$ cat src/verilog/current_limit_regs.vh
// Register offsets, field positions, reset values and timing counts for the
// motor current limit protection block.
// Assumes a 32-bit APB slave with word aligned registers.
`ifndef CURRENT_LIMIT_REGS_VH
`define CURRENT_LIMIT_REGS_VH

// Byte offsets of the registers.
`define OC_LEVEL_OFS 12'h000
`define OC_DELAY_OFS 12'h004
`define UC_LEVEL_OFS 12'h008
`define UC_DELAY_OFS 12'h00C
`define RELAY_CFG_OFS 12'h010
`define STATUS_OFS 12'h014
`define IRQ_STATUS_OFS 12'h018
`define IRQ_MASK_OFS 12'h01C
`define FAULT_CLEAR_OFS 12'h020

// Level settings are in percent of rated full load current; zero means Off.
`define LEVEL_OFF 10'h000
`define OC_LEVEL_MIN 10'h032
`define OC_LEVEL_MAX 10'h320
`define UC_LEVEL_MIN 10'h005
`define UC_LEVEL_MAX 10'h064
`define OC_LEVEL_RST 10'h000
`define UC_LEVEL_RST 10'h000

// Delay settings are in tenths of a second; zero means Off.
`define DELAY_OFF 10'h000
`define DELAY_MIN 10'h001
`define DELAY_MAX 10'h384
`define DELAY_RST 10'h001

// Fault codes reported on the fault code output.
`define FAULT_NONE 8'h00
`define OC_FAULT_CODE 8'h1F
`define UC_FAULT_CODE 8'h22

// Operating state one-hot field positions of the starter state input.
`define ST_UP_TO_SPEED 0
`define ST_ENERGY_SAVER 1
`define ST_CURRENT_FOLLOW 2
`define ST_PHASE_CONTROL 3

// Relay configuration bits: per relay, alarm duty field then fault duty field.
`define RELAY_CNT 6
`define RELAY_ALARM_LSB 0
`define RELAY_FAULT_LSB 8
`define RELAY_CFG_RST 16'h0000

// Interrupt and status bits.
`define EV_OC_ALARM 0
`define EV_UC_ALARM 1
`define EV_OC_TRIP 2
`define EV_UC_TRIP 3

// Delay tick: one step is 0.1 s at a 250 MHz clock.
`define CLK_MHZ 250
`define TICK_US 100000
`define TICK_CYCLES (`CLK_MHZ * `TICK_US)

`endif

$ cat src/verilog/delay_timer.v
// One protection delay timer counting in 0.1 second ticks.
// Assumes a tick pulse one clock wide from the parent, on the same clock.
`timescale 1ns/100ps
`include "current_limit_regs.vh"

module delay_timer (
  input wire sys_clk_i, // System clock.
  input wire reset_i, // Synchronous reset, active high.
  input wire breach_i, // Latest cycle average breaches the level.
  input wire tick_i, // Pulse once per 0.1 second.
  input wire [9:0] delay_i, // Delay in tenths of a second, zero is Off.
  output reg expired_o // Pulse when the delay has run out.
);

  reg [9:0] count_reg; // Elapsed tenths of a second.

  // The count restarts the moment the breach ends, so only an unbroken
  // breach can expire it; an Off delay never expires.
  always @(posedge sys_clk_i) begin
    if (reset_i) begin
      count_reg <= 10'h000;
      expired_o <= 1'b0;
    end else begin
      expired_o <= 1'b0;
      if (!breach_i || delay_i == `DELAY_OFF) begin
        count_reg <= 10'h000; // see RL17
      end else if (tick_i) begin
        // The first tick lands at any phase of the breach, so one extra
        // tick is waited for: a trip may come up to a step late, never early.
        if (count_reg >= delay_i) begin
          expired_o <= 1'b1; // see RL7
          count_reg <= 10'h000;
        end else begin
          count_reg <= count_reg + 10'h001; // see RL17
        end
      end
    end
  end

endmodule

$ cat src/verilog/current_limit_protect.v
// Over and under current protection for a solid state motor starter.
// Assumes an APB master on sys_clk_i, a cycle average current word with a
// once per line cycle strobe from logic on the same clock, and a starter
// state field arriving from another domain.
//
// How it works
// RL1 - Compare average to over level each cycle.
// RL2 - Over current raises alarm and alarm relays.
// RL3 - Over current persisting past delay trips with fault code.
// RL4 - Over check only in running operating states.
// RL5 - Over level Off or 50 to 800 percent.
// RL6 - Over delay Off or 0.1 to 90 seconds.
// RL7 - Trip needs unbroken breach for whole delay.
// RL8 - Off delay: no trip, relays follow alarm.
// RL9 - Operator uses minimum delay for shear pin.
// RL10 - Under level compare raises alarm and relays.
// RL11 - Under current persisting past delay trips.
// RL12 - Under check only in running operating states.
// RL13 - Under level Off or 5 to 100 percent.
// RL14 - Any trip switches all fault duty relays.
// RL15 - Under delay Off or 0.1 to 90 seconds.
// RL16 - Under Off delay: relays follow alarm only.
// RL17 - Timers tick 0.1 s, restart when clear.
// RL18 - Trip latches until external fault clear.
//
// The address map and the APB register port were chosen for this implementation.
`timescale 1ns/100ps
`include "current_limit_regs.vh"

module current_limit_protect #(
  parameter [31:0] TICK_CYCLES = `TICK_CYCLES // Clocks per 0.1 second step.
) (
  input wire sys_clk_i, // 250 MHz system clock.
  input wire reset_i, // Synchronous reset, active high.
  input wire psel_i, // APB select.
  input wire penable_i, // APB enable.
  input wire pwrite_i, // APB write direction.
  input wire [11:0] paddr_i, // APB byte address.
  input wire [31:0] pwdata_i, // APB write data.
  output reg [31:0] prdata_o, // APB read data.
  output reg pready_o, // APB ready.
  output reg pslverr_o, // APB error for unmapped address.
  input wire avg_valid_i, // One cycle strobe per line cycle.
  input wire [9:0] avg_current_i, // Cycle average in percent of rated full load current.
  input wire [3:0] starter_state_i, // One-hot operating state, asynchronous.
  input wire fault_clear_i, // External fault reset, asynchronous level.
  output reg [5:0] relay_o, // Relay energize outputs.
  output reg [7:0] fault_code_o, // Latched fault code, zero when none.
  output reg tripped_o, // High while a trip is latched.
  output reg oc_alarm_o, // Over current alarm.
  output reg uc_alarm_o, // Under current alarm.
  output reg irq_o // Level interrupt.
);

  // Range check shared by both level settings and both delay settings.
  function [9:0] clamp_setting;
    input [9:0] value;
    input [9:0] lo;
    input [9:0] hi;
    begin
      if (value == 10'h000) begin
        clamp_setting = 10'h000;
      end else if (value < lo) begin
        clamp_setting = lo;
      end else if (value > hi) begin
        clamp_setting = hi;
      end else begin
        clamp_setting = value;
      end
    end
  endfunction

  // Registers written by software.
  reg [9:0] oc_level_reg; // Over current level, zero is Off.
  reg [9:0] oc_delay_reg; // Over current delay in tenths of a second.
  reg [9:0] uc_level_reg; // Under current level, zero is Off.
  reg [9:0] uc_delay_reg; // Under current delay in tenths of a second.
  reg [15:0] relay_cfg_reg; // Alarm and fault duty selection per relay.
  reg [3:0] irq_mask_reg; // Interrupt enable per event.
  reg [3:0] irq_status_reg; // Sticky event bits.
  reg [3:0] irq_status_next; // Next sticky event bits.

  // Synchronisers for the asynchronous inputs.
  reg [3:0] state_meta_reg; // First stage, read only by the second.
  reg [3:0] state_sync_reg; // Stable operating state.
  reg clear_meta_reg; // First stage of the fault clear.
  reg clear_sync_reg; // Stable fault clear.

  // Protection state.
  reg oc_breach_reg; // Latest cycle average above the over level.
  reg uc_breach_reg; // Latest cycle average below the under level.
  reg trip_reg; // Trip latched.
  reg [31:0] tick_cnt_reg; // Counts clocks within a 0.1 s step.
  reg tick_reg; // One cycle pulse every 0.1 s.
  wire oc_expired; // Over current timer ran out.
  wire uc_expired; // Under current timer ran out.

  wire run_state = |state_sync_reg; // Any of the four running states.
  wire apb_access = psel_i && penable_i; // Access phase.
  wire apb_write = apb_access && pwrite_i && !pready_o; // Write takes effect once.
  wire [9:0] wdata10 = pwdata_i[9:0]; // Low bits of the write word.
  wire [3:0] oc_events = {1'b0, oc_expired && !trip_reg, 1'b0, 1'b0};

  // Two flip-flop synchronisers; the first stage feeds nothing else.
  always @(posedge sys_clk_i) begin
    if (reset_i) begin
      state_meta_reg <= 4'h0;
      state_sync_reg <= 4'h0;
      clear_meta_reg <= 1'b0;
      clear_sync_reg <= 1'b0;
    end else begin
      state_meta_reg <= starter_state_i;
      state_sync_reg <= state_meta_reg;
      clear_meta_reg <= fault_clear_i;
      clear_sync_reg <= clear_meta_reg;
    end
  end

  // Free running 0.1 s tick; the period is a parameter so that a
  // simulation can shorten it without touching the timers.
  always @(posedge sys_clk_i) begin
    if (reset_i) begin
      tick_cnt_reg <= 32'h00000000;
      tick_reg <= 1'b0;
    end else if (tick_cnt_reg >= TICK_CYCLES - 32'h00000001) begin
      tick_cnt_reg <= 32'h00000000;
      tick_reg <= 1'b1; // see RL17
    end else begin
      tick_cnt_reg <= tick_cnt_reg + 32'h00000001;
      tick_reg <= 1'b0;
    end
  end

  // Once per line cycle the average is compared to both levels. Outside
  // the running states or with a level Off, the breach is dropped, which
  // also resets the matching timer.
  always @(posedge sys_clk_i) begin
    if (reset_i) begin
      oc_breach_reg <= 1'b0;
      uc_breach_reg <= 1'b0;
    end else if (!run_state) begin
      oc_breach_reg <= 1'b0; // see RL4
      uc_breach_reg <= 1'b0; // see RL12
    end else if (avg_valid_i) begin
      // Over check, disabled when the level is Off.
      oc_breach_reg <= (oc_level_reg != `LEVEL_OFF) &&
                       (avg_current_i > oc_level_reg); // see RL1, see RL5
      // Under check, disabled when the level is Off.
      uc_breach_reg <= (uc_level_reg != `LEVEL_OFF) &&
                       (avg_current_i < uc_level_reg); // see RL10, see RL13
    end
  end

  // Over current delay timer; a zero delay means Off and never expires.
  delay_timer oc_timer (
    .sys_clk_i(sys_clk_i),
    .reset_i(reset_i),
    .breach_i(oc_breach_reg),
    .tick_i(tick_reg),
    .delay_i(oc_delay_reg),
    .expired_o(oc_expired)
  );

  // Under current delay timer with the same behaviour.
  delay_timer uc_timer (
    .sys_clk_i(sys_clk_i),
    .reset_i(reset_i),
    .breach_i(uc_breach_reg),
    .tick_i(tick_reg),
    .delay_i(uc_delay_reg),
    .expired_o(uc_expired)
  );

  // Trip latch. The first expiring timer wins and its code stays until
  // the external clear; over current is preferred if both expire together.
  always @(posedge sys_clk_i) begin
    if (reset_i) begin
      trip_reg <= 1'b0;
      fault_code_o <= `FAULT_NONE;
    end else if (!trip_reg && oc_expired) begin
      trip_reg <= 1'b1;
      fault_code_o <= `OC_FAULT_CODE; // see RL3
    end else if (!trip_reg && uc_expired) begin
      trip_reg <= 1'b1;
      fault_code_o <= `UC_FAULT_CODE; // see RL11
    end else if (clear_sync_reg) begin
      trip_reg <= 1'b0; // see RL18
      fault_code_o <= `FAULT_NONE;
    end
  end

  // Alarm and relay outputs, all registered. An alarm relay follows the
  // breach, so with an Off delay it holds for as long as the breach lasts.
  // A fault relay switches state when a trip is latched.
  always @(posedge sys_clk_i) begin
    if (reset_i) begin
      oc_alarm_o <= 1'b0;
      uc_alarm_o <= 1'b0;
      tripped_o <= 1'b0;
      relay_o <= 6'h00;
    end else begin
      oc_alarm_o <= oc_breach_reg; // see RL2, see RL8
      uc_alarm_o <= uc_breach_reg; // see RL10, see RL16
      tripped_o <= trip_reg;
      relay_o <= (relay_cfg_reg[`RELAY_ALARM_LSB +: `RELAY_CNT] &
                  {6{oc_breach_reg | uc_breach_reg}}) ^
                 (relay_cfg_reg[`RELAY_FAULT_LSB +: `RELAY_CNT] &
                  {6{trip_reg}}); // see RL2, see RL14
    end
  end

  // Sticky event bits: a new event wins over a write-one clear.
  always @* begin
    irq_status_next = irq_status_reg;
    if (apb_write && paddr_i == `IRQ_STATUS_OFS) begin
      irq_status_next = irq_status_reg & ~pwdata_i[3:0];
    end
    irq_status_next[`EV_OC_ALARM] = irq_status_next[`EV_OC_ALARM] |
                                    (oc_breach_reg & ~oc_alarm_o);
    irq_status_next[`EV_UC_ALARM] = irq_status_next[`EV_UC_ALARM] |
                                    (uc_breach_reg & ~uc_alarm_o);
    irq_status_next = irq_status_next | oc_events;
    irq_status_next[`EV_UC_TRIP] = irq_status_next[`EV_UC_TRIP] |
                                   (uc_expired & ~trip_reg & ~oc_expired);
  end

  // Interrupt status and the level interrupt output.
  always @(posedge sys_clk_i) begin
    if (reset_i) begin
      irq_status_reg <= 4'h0;
      irq_o <= 1'b0;
    end else begin
      irq_status_reg <= irq_status_next;
      irq_o <= |(irq_status_next & irq_mask_reg);
    end
  end

  // APB slave: every access completes one cycle after the access phase
  // starts. Settings out of range are pulled to the nearest legal value,
  // so a zero delay written as a shear pin request still means Off; the
  // operator chooses the smallest legal step instead.
  always @(posedge sys_clk_i) begin
    if (reset_i) begin
      oc_level_reg <= `OC_LEVEL_RST; // see RL5
      oc_delay_reg <= `DELAY_RST; // see RL6
      uc_level_reg <= `UC_LEVEL_RST; // see RL13
      uc_delay_reg <= `DELAY_RST; // see RL15
      relay_cfg_reg <= `RELAY_CFG_RST;
      irq_mask_reg <= 4'h0;
      pready_o <= 1'b0;
      pslverr_o <= 1'b0;
      prdata_o <= 32'h00000000;
    end else begin
      pready_o <= apb_access && !pready_o;
      pslverr_o <= 1'b0;
      prdata_o <= 32'h00000000;
      if (apb_access && !pready_o) begin
        case (paddr_i)
          `OC_LEVEL_OFS: begin
            prdata_o <= {22'h000000, oc_level_reg};
            if (pwrite_i) begin
              oc_level_reg <= clamp_setting(wdata10, `OC_LEVEL_MIN, `OC_LEVEL_MAX); // see RL5
            end
          end
          `OC_DELAY_OFS: begin
            prdata_o <= {22'h000000, oc_delay_reg};
            if (pwrite_i) begin
              oc_delay_reg <= clamp_setting(wdata10, `DELAY_MIN, `DELAY_MAX); // see RL6
            end
          end
          `UC_LEVEL_OFS: begin
            prdata_o <= {22'h000000, uc_level_reg};
            if (pwrite_i) begin
              uc_level_reg <= clamp_setting(wdata10, `UC_LEVEL_MIN, `UC_LEVEL_MAX); // see RL13
            end
          end
          `UC_DELAY_OFS: begin
            prdata_o <= {22'h000000, uc_delay_reg};
            if (pwrite_i) begin
              uc_delay_reg <= clamp_setting(wdata10, `DELAY_MIN, `DELAY_MAX); // see RL15
            end
          end
          `RELAY_CFG_OFS: begin
            prdata_o <= {16'h0000, relay_cfg_reg};
            if (pwrite_i) begin
              relay_cfg_reg <= pwdata_i[15:0] & 16'h3F3F;
            end
          end
          `STATUS_OFS: begin
            // Live state for software: state, breaches, trip, code.
            prdata_o <= {16'h0000, fault_code_o, state_sync_reg, trip_reg,
                         uc_breach_reg, oc_breach_reg, run_state};
          end
          `IRQ_STATUS_OFS: begin
            prdata_o <= {28'h0000000, irq_status_reg};
          end
          `IRQ_MASK_OFS: begin
            prdata_o <= {28'h0000000, irq_mask_reg};
            if (pwrite_i) begin
              irq_mask_reg <= pwdata_i[3:0];
            end
          end
          `FAULT_CLEAR_OFS: begin
            prdata_o <= 32'h00000000;
          end
          default: begin
            pslverr_o <= 1'b1; // Unmapped address.
          end
        endcase
      end
    end
  end

endmodule

$ cat config.mk
export PLATFORM = sky130hd
export DESIGN_NAME = current_limit_protect
export DESIGN_NICKNAME = d
export VERILOG_FILES = /design/src/verilog/delay_timer.v /design/src/verilog/current_limit_protect.v
export VERILOG_INCLUDE_DIRS = /design/src /design/src/verilog
export SDC_FILE = /design/constraint.sdc
export NUM_CORES = 1
export LEC_CHECK = 0
export ABC_AREA = 1
export BUFFER_PORTS_ARGS = -buffer_cell sky130_fd_sc_hd__buf_4
export CAP_MARGIN = 20
export CORE_MARGIN = 2
export CORE_UTILIZATION = 34
export CTS_BUF_LIST = sky130_fd_sc_hd__clkbuf_4
export CTS_CLUSTER_SIZE = 24
export DETAILED_ROUTE_END_ITERATION = 8
export SLEW_MARGIN = 20
export SYNTH_ARGS = -nofsm -noshare
export SYNTH_HDL_FRONTEND = slang
export SYNTH_SLANG_ARGS = --single-unit
$ cat constraint.sdc
create_clock -name sys_clk_i -period 4.09 [get_ports sys_clk_i]
set_input_delay 0.409 -clock sys_clk_i [delete_from_list [all_inputs] [get_ports sys_clk_i]]
set_output_delay 0.409 -clock sys_clk_i [all_outputs]
set_load 0.005 [all_outputs]
* Word level (Yosys, flattened, before mapping)
Cells that the tools add are included.
Storage, ports and cells: flip-flop bits (word level) 178, latch bits 0, RAM bits 0, memory bits (read-only) 0, input bits 65, output and inout bits 52, word-level logic and storage cells 137, memories 0
Cells by class: add/subtract/negate cells 3, $mul 0, divide/modulo/power cells 0, $lt $le $gt $ge 11, equal/unequal tests 8, shifts and indexed selects 0, multiplexer cells 23, bitwise logic cells 22, reduce and logical (&&, ||, !) cells 40
Operators with widths (number):
- $pmux W14 S8 | 1
- $mux W10 | 11
- $eq A12 B5 Y1 const B | 4
- $add A32 B1 Y32 const B | 1
- $ge A32 B25 Y1 const B | 1
- $logic_not A10 Y1 | 3
- $eq A12 B4 Y1 const B | 2
- $add A10 B1 Y10 const B | 2
- $ge A10 B10 Y1 | 2
- $gt A10 B10 Y1 const B | 2
- $reduce_bool A10 Y1 | 2
- $reduce_and A3 Y1 | 6
- $and A6 B6 Y6 | 2
- $eq A12 B3 Y1 const B | 1
- $eq A12 B6 Y1 const B | 1
- $logic_not A12 Y1 | 1
- $mux W6 | 2
- $reduce_or A2 Y1 | 6
- $gt A10 B10 Y1 | 1
- $gt A10 B7 Y1 const B | 1
- $lt A10 B1 Y1 const B | 1
- $lt A10 B10 Y1 | 1
- $lt A10 B3 Y1 const B | 1
- $lt A10 B6 Y1 const B | 1
- 18 further kinds | 51

* Longest topological paths before layout
depth in word-level cells 10, depth in mapped cells 11, gate-level depth less buffers 11

* By module
From an unflattened synthesis, not the netlist that was laid out.
Unflattened totals: cells, all modules 1109, area, all modules 8130.3 µm²
By module, submodules not included:
- current_limit_protect | instances 1, cells each 891, area each 6523.8 µm², sequential area each 2682.6 µm²
- delay_timer | instances 2, cells each 109, area each 803.3 µm², sequential area each 220.2 µm²

* Worst setup path after synthesis
Ideal clock, no wire load.
kind register -> register, start point reg oc_delay_reg[7], end point reg oc_timer.count_reg[3], library setup time 79 ps, data arrival time 1671 ps, required time 4011 ps, setup slack 2340 ps, stages on the path, launching flop included 10, path buffers 0, clock period less this slack 1750 ps, cells stage by stage dfxtp_1 > inv_1 > ha_1 > a21oi_1 > o21ai_0 > nor2_1 > nand2_1 > o21ai_0 > nand2_1 > nor3_1
On the way: word-level cells in the longest chain between the ends 3, elaborated cells on any way between the ends 5, those cells by class 1 x order compare; 1 x mux; 3 x reduce/logical
RTL lines:
- from (decl) | RTL line current_limit_protect.v:75 | reg [9:0] oc_delay_reg;
- from (signal assigned) | RTL line current_limit_protect.v:245 | oc_delay_reg <= `DELAY_RST;
- from (signal assigned) | RTL line current_limit_protect.v:268 | oc_delay_reg <= clamp_setting(wdata10, `DELAY_MIN, `DELAY_MAX);
- parallel branches: the longest is 3 deep, another holds $ge A10 B10 Y1
- to (signal assigned) | RTL line delay_timer.v:34 | count_reg <= count_reg + 10'h001;
- to (decl) | RTL line delay_timer.v:15 | reg [9:0] count_reg;
Several ways; the timed one is not identified. A chain may end at the register's enable or synchronous reset.

* Worst setup path in the final report
Same ends and word-level chain as after synthesis.

==> summary.md <==
| Metric | Value |
|---|---|
| Largest area contributor in the netlist | dfxtp_1 |
| Initial antenna violation count | 3 |
| WL met3 | 1198 µm |
| Synth unique cells | 44 |
| Fin crit share | approximately 56% |
| Clk sinks | roughly 160 |
| Yosys reg bits | about 160 |
| IO Pins | 117 |
| Top-count cell post-synth | nand2_1 |
| R2r setup slk | 1.82 ns |
| WL met2 | between 9000 and 10000 µm |
| Synth Flop Type | dfxtp_1 |
| Hold path depth | 3 |
| Fin. Hold Viols | 0 |
| Via count | 7198 |
| Core Area | 23260 µm² |
| DR top layer | met4 |
| H-Tree Depth | 4 |
| RR Endpoint | oc_timer.count_reg[3]$_SDFFE_PP0P_ |
| ANT nets after route | 0 |
| Synth top area cells | dfxtp_1 39%, nand2_1 9.5%, inv_1 7.2% |
| Setup TNS Final | 0 ns |
| Post-synth EDFFs | 0 |
| Slowest stage cell, crit path | o21ai_0 |
| Crit path time final | approximately 2.3 ns |
| Final Slew Violations | 0 |
| Area delta synth->final | 14.48% |
| CTS resizes | 0 |
| R2R Path Start | oc_delay_reg[7]$_SDFFE_PP0P_ |
| Max Cap Viol | 0 |
| CTS tree | yes |
| Fin worst setup slack | approximately 1.8 ns |
| Layout cells sized above 1 | about 13% |
| Hold path start | starter_state_i[2] |
| Worst slew pin tran | 0.6412 ns |
| GR Util All Layers | between 10% and 20% |
| Residual DRC | 0 |
| Post-CTS setup buffers | 0 |
| Startpoint types | flip-flop |
| Die ar. | 24720 µm² |
| CTS root buf | clkbuf_4 |
| # port buffers | 78 |
| Slowest cell delay on critical path | about 0.52 ns |
| Max FFs per register | 32 |
| Starting DRC count in detailed routing | between 400 and 500 |
| Sequential area share after synthesis | between 30% and 40% |
| Post-Syn Area | around 8000 µm² |
| Relative slew slack | a little under three fifths |
| Routed len/inst | 13.68 µm |
| Overflow after GRT | 0 |
| Die X | 157.2 µm |
| Routability-driven placement congestion ratio | 0.8789 |
| Most common library cells after synthesis | 203 x nand2_1, 156 x dfxtp_1, 154 x inv_1, 136 x nor2_1, 103 x a21oi_1 |
| Static Leak | 3.697 nW |
| RSZ-0062 raised after global routing | false |
| DRT met1 WL | ~9300 µm |
| Post-synth top area share | slightly below 40% |
| Routed WL | roughly 21000 µm |
| First-pass GRT wire length | 32950 µm |
| Fill count | 2500 |
| Starting Density | 34.31% |
| CTS Buffer Depth | 2 |
| Vias in the first global route | approximately 6600 |
| FFs w/ async S/R, synth | 0% |
| Final #Nets | approximately 1300 |
| First-pass iteration count of the detailed router | 9 |
| Mapped Cells | around 1100 |
| Finish-stage setup viols | 0 |
| Hold WC Path Type | in -> reg |
| Setup CP Type | reg -> reg |
| Mean Syn Cell Area | slightly above 7 µm² |
| Pwr dens | ~310 nW/µm² |
| Worst-case vdd ir drop | 176.4 µV |
| Register-to-Register Path Depth | 9 |
| Final hold slack | 0.04417 ns |
| CP arrival | around 2.8 ns |
| Placement Setup Slack | about 1.8 ns |
| Post-layout util | roughly two fifths |
| Largest net degree at the start of global routing | 46 |
| CTS hold repair buffers | 1 |
| Hold EP | state_meta_reg[2]$_SDFF_PP0_ |
| Clk_lat worst skew | between 0.5 and 0.6 ns |
| Site Rows | 56 |
| Vias per cell | between 4 and 5 |
| Clock-pin slew on the worst setup and hold paths | around 0.15 ns |
| Setup Skew | around 0.023 ns |
| Peak Freq | between 400 and 500 MHz |
| TritonCTS Buffers | 17 |
| WP data required | between 4 and 5 ns |
| Worst-path fanout max | 6 |
| Dpl hpwl | 15980 µm |
| Crit path cell chain | inv_1 -> ha_1 -> a21oi_1 -> o21ai_0 -> nor2_1 -> nand2_1 -> o21ai_0 -> nand2_1 -> nor3_1 |
| Outcome | complete, no violations |
| Setup crit end kind | flip-flop |
| Syn. warnings | 0 |
| Die height | ~160 µm |
## logic make-up (layout without fill, tap and decap cells)
logic type / after synthesis / in the layout / synth area share, %
compound gates: 203 / 203 / 13.29
xor+xnor: 20 / 20 / 2.195
fa+ha+maj: 42 / 42 / 6.584
buf+inv: 204 / 270 / 11.35
flops: 156 / 156 / 39.13
other cells: 1 / 32 / 0.04698
simple gates: 487 / 487 / 27.40
## stage by stage
step	instances	area [µm²]	total power [W]
after detailed placement	1491	8762	0.001724
after floorplan	1139	8079	0.001665
after global routing	1527	9133	0.002932
after global placement	1491	8762	0.001723
final	1529	9138	0.002831
after CTS	1524	9125	0.002854
## report_power, final
part	switching (W)	internal, W
clock	0.000627	0.000511
combinational	0.0000977	0.0000584
sequential	0.00000563	0.00153
## routing by layer
metal | GRT usage, % | vias up
met4 | 6.450 | 0
met1 | 21.07 | 3219
met3 | 3.772 | 42
li1 | - | 3731
met2 | 28.82 | 206
met5 | 0 | -
## area by class of cell
cell class	instances	area [µm²]	share of cell area, %
multi-input cells	779	4050	44.32
inverters	158	596.8	6.532
well taps	319	399.1	4.368
clock inverters	15	225.2	2.465
diodes	5	12.51	0.1369
clock buffers	17	127.6	1.397
repair buffers	80	603.1	6.600
flip-flops and latches	156	3123	34.18
## critical path, delay by kind of cell, from the launching register on
kind                       cells  cell delay (ns)
AOI/OAI and AO/OA              3             0.73
DFF                            1             0.43
buffers and inverters          1             0.11
and+or+nand+nor                4             0.64
adders and majority gates      1             0.32
## worst max path at each step
stage / start / endpoint / cells after the start
2_1_floorplan: oc_delay_reg[7]$_SDFFE_PP0P_ / oc_timer.count_reg[3]$_SDFFE_PP0P_ / 9
3_3_place_gp: paddr_i[6] / prdata_o[4]$_SDFF_PP0_ / 8
3_5_place_dp: paddr_i[11] / oc_level_reg[6]$_SDFFE_PP0P_ / 11
4_1_cts: oc_delay_reg[7]$_SDFFE_PP0P_ / oc_timer.count_reg[3]$_SDFFE_PP0P_ / 9
5_1_grt: oc_delay_reg[7]$_SDFFE_PP0P_ / oc_timer.count_reg[3]$_SDFFE_PP0P_ / 9
6_report: oc_delay_reg[7]$_SDFFE_PP0P_ / oc_timer.count_reg[3]$_SDFFE_PP0P_ / 9
## cell usage in the layout (no fill, tap or decap), drive strengths merged
cell / instances
a21boi: 1
o31ai: 1
o211ai: 3
o21ai: 79
diode: 5
buf: 79
dfxtp: 156
inv: 163
nor2: 153
conb: 27
bufinv: 4
o21bai: 3
ha: 42
nand2: 210
clkinv: 6
or2: 5
nand3b: 1
nor4: 9
xor2: 16
xnor2: 4
clkbuf: 17
a21oi: 103
a31oi: 3
dlygate4sd3: 1
o32ai: 1
a211oi: 2
nand3: 47
nor3: 33
nand4: 25
nor3b: 4
o22ai: 7
Power figures use the tool's default switching activity.
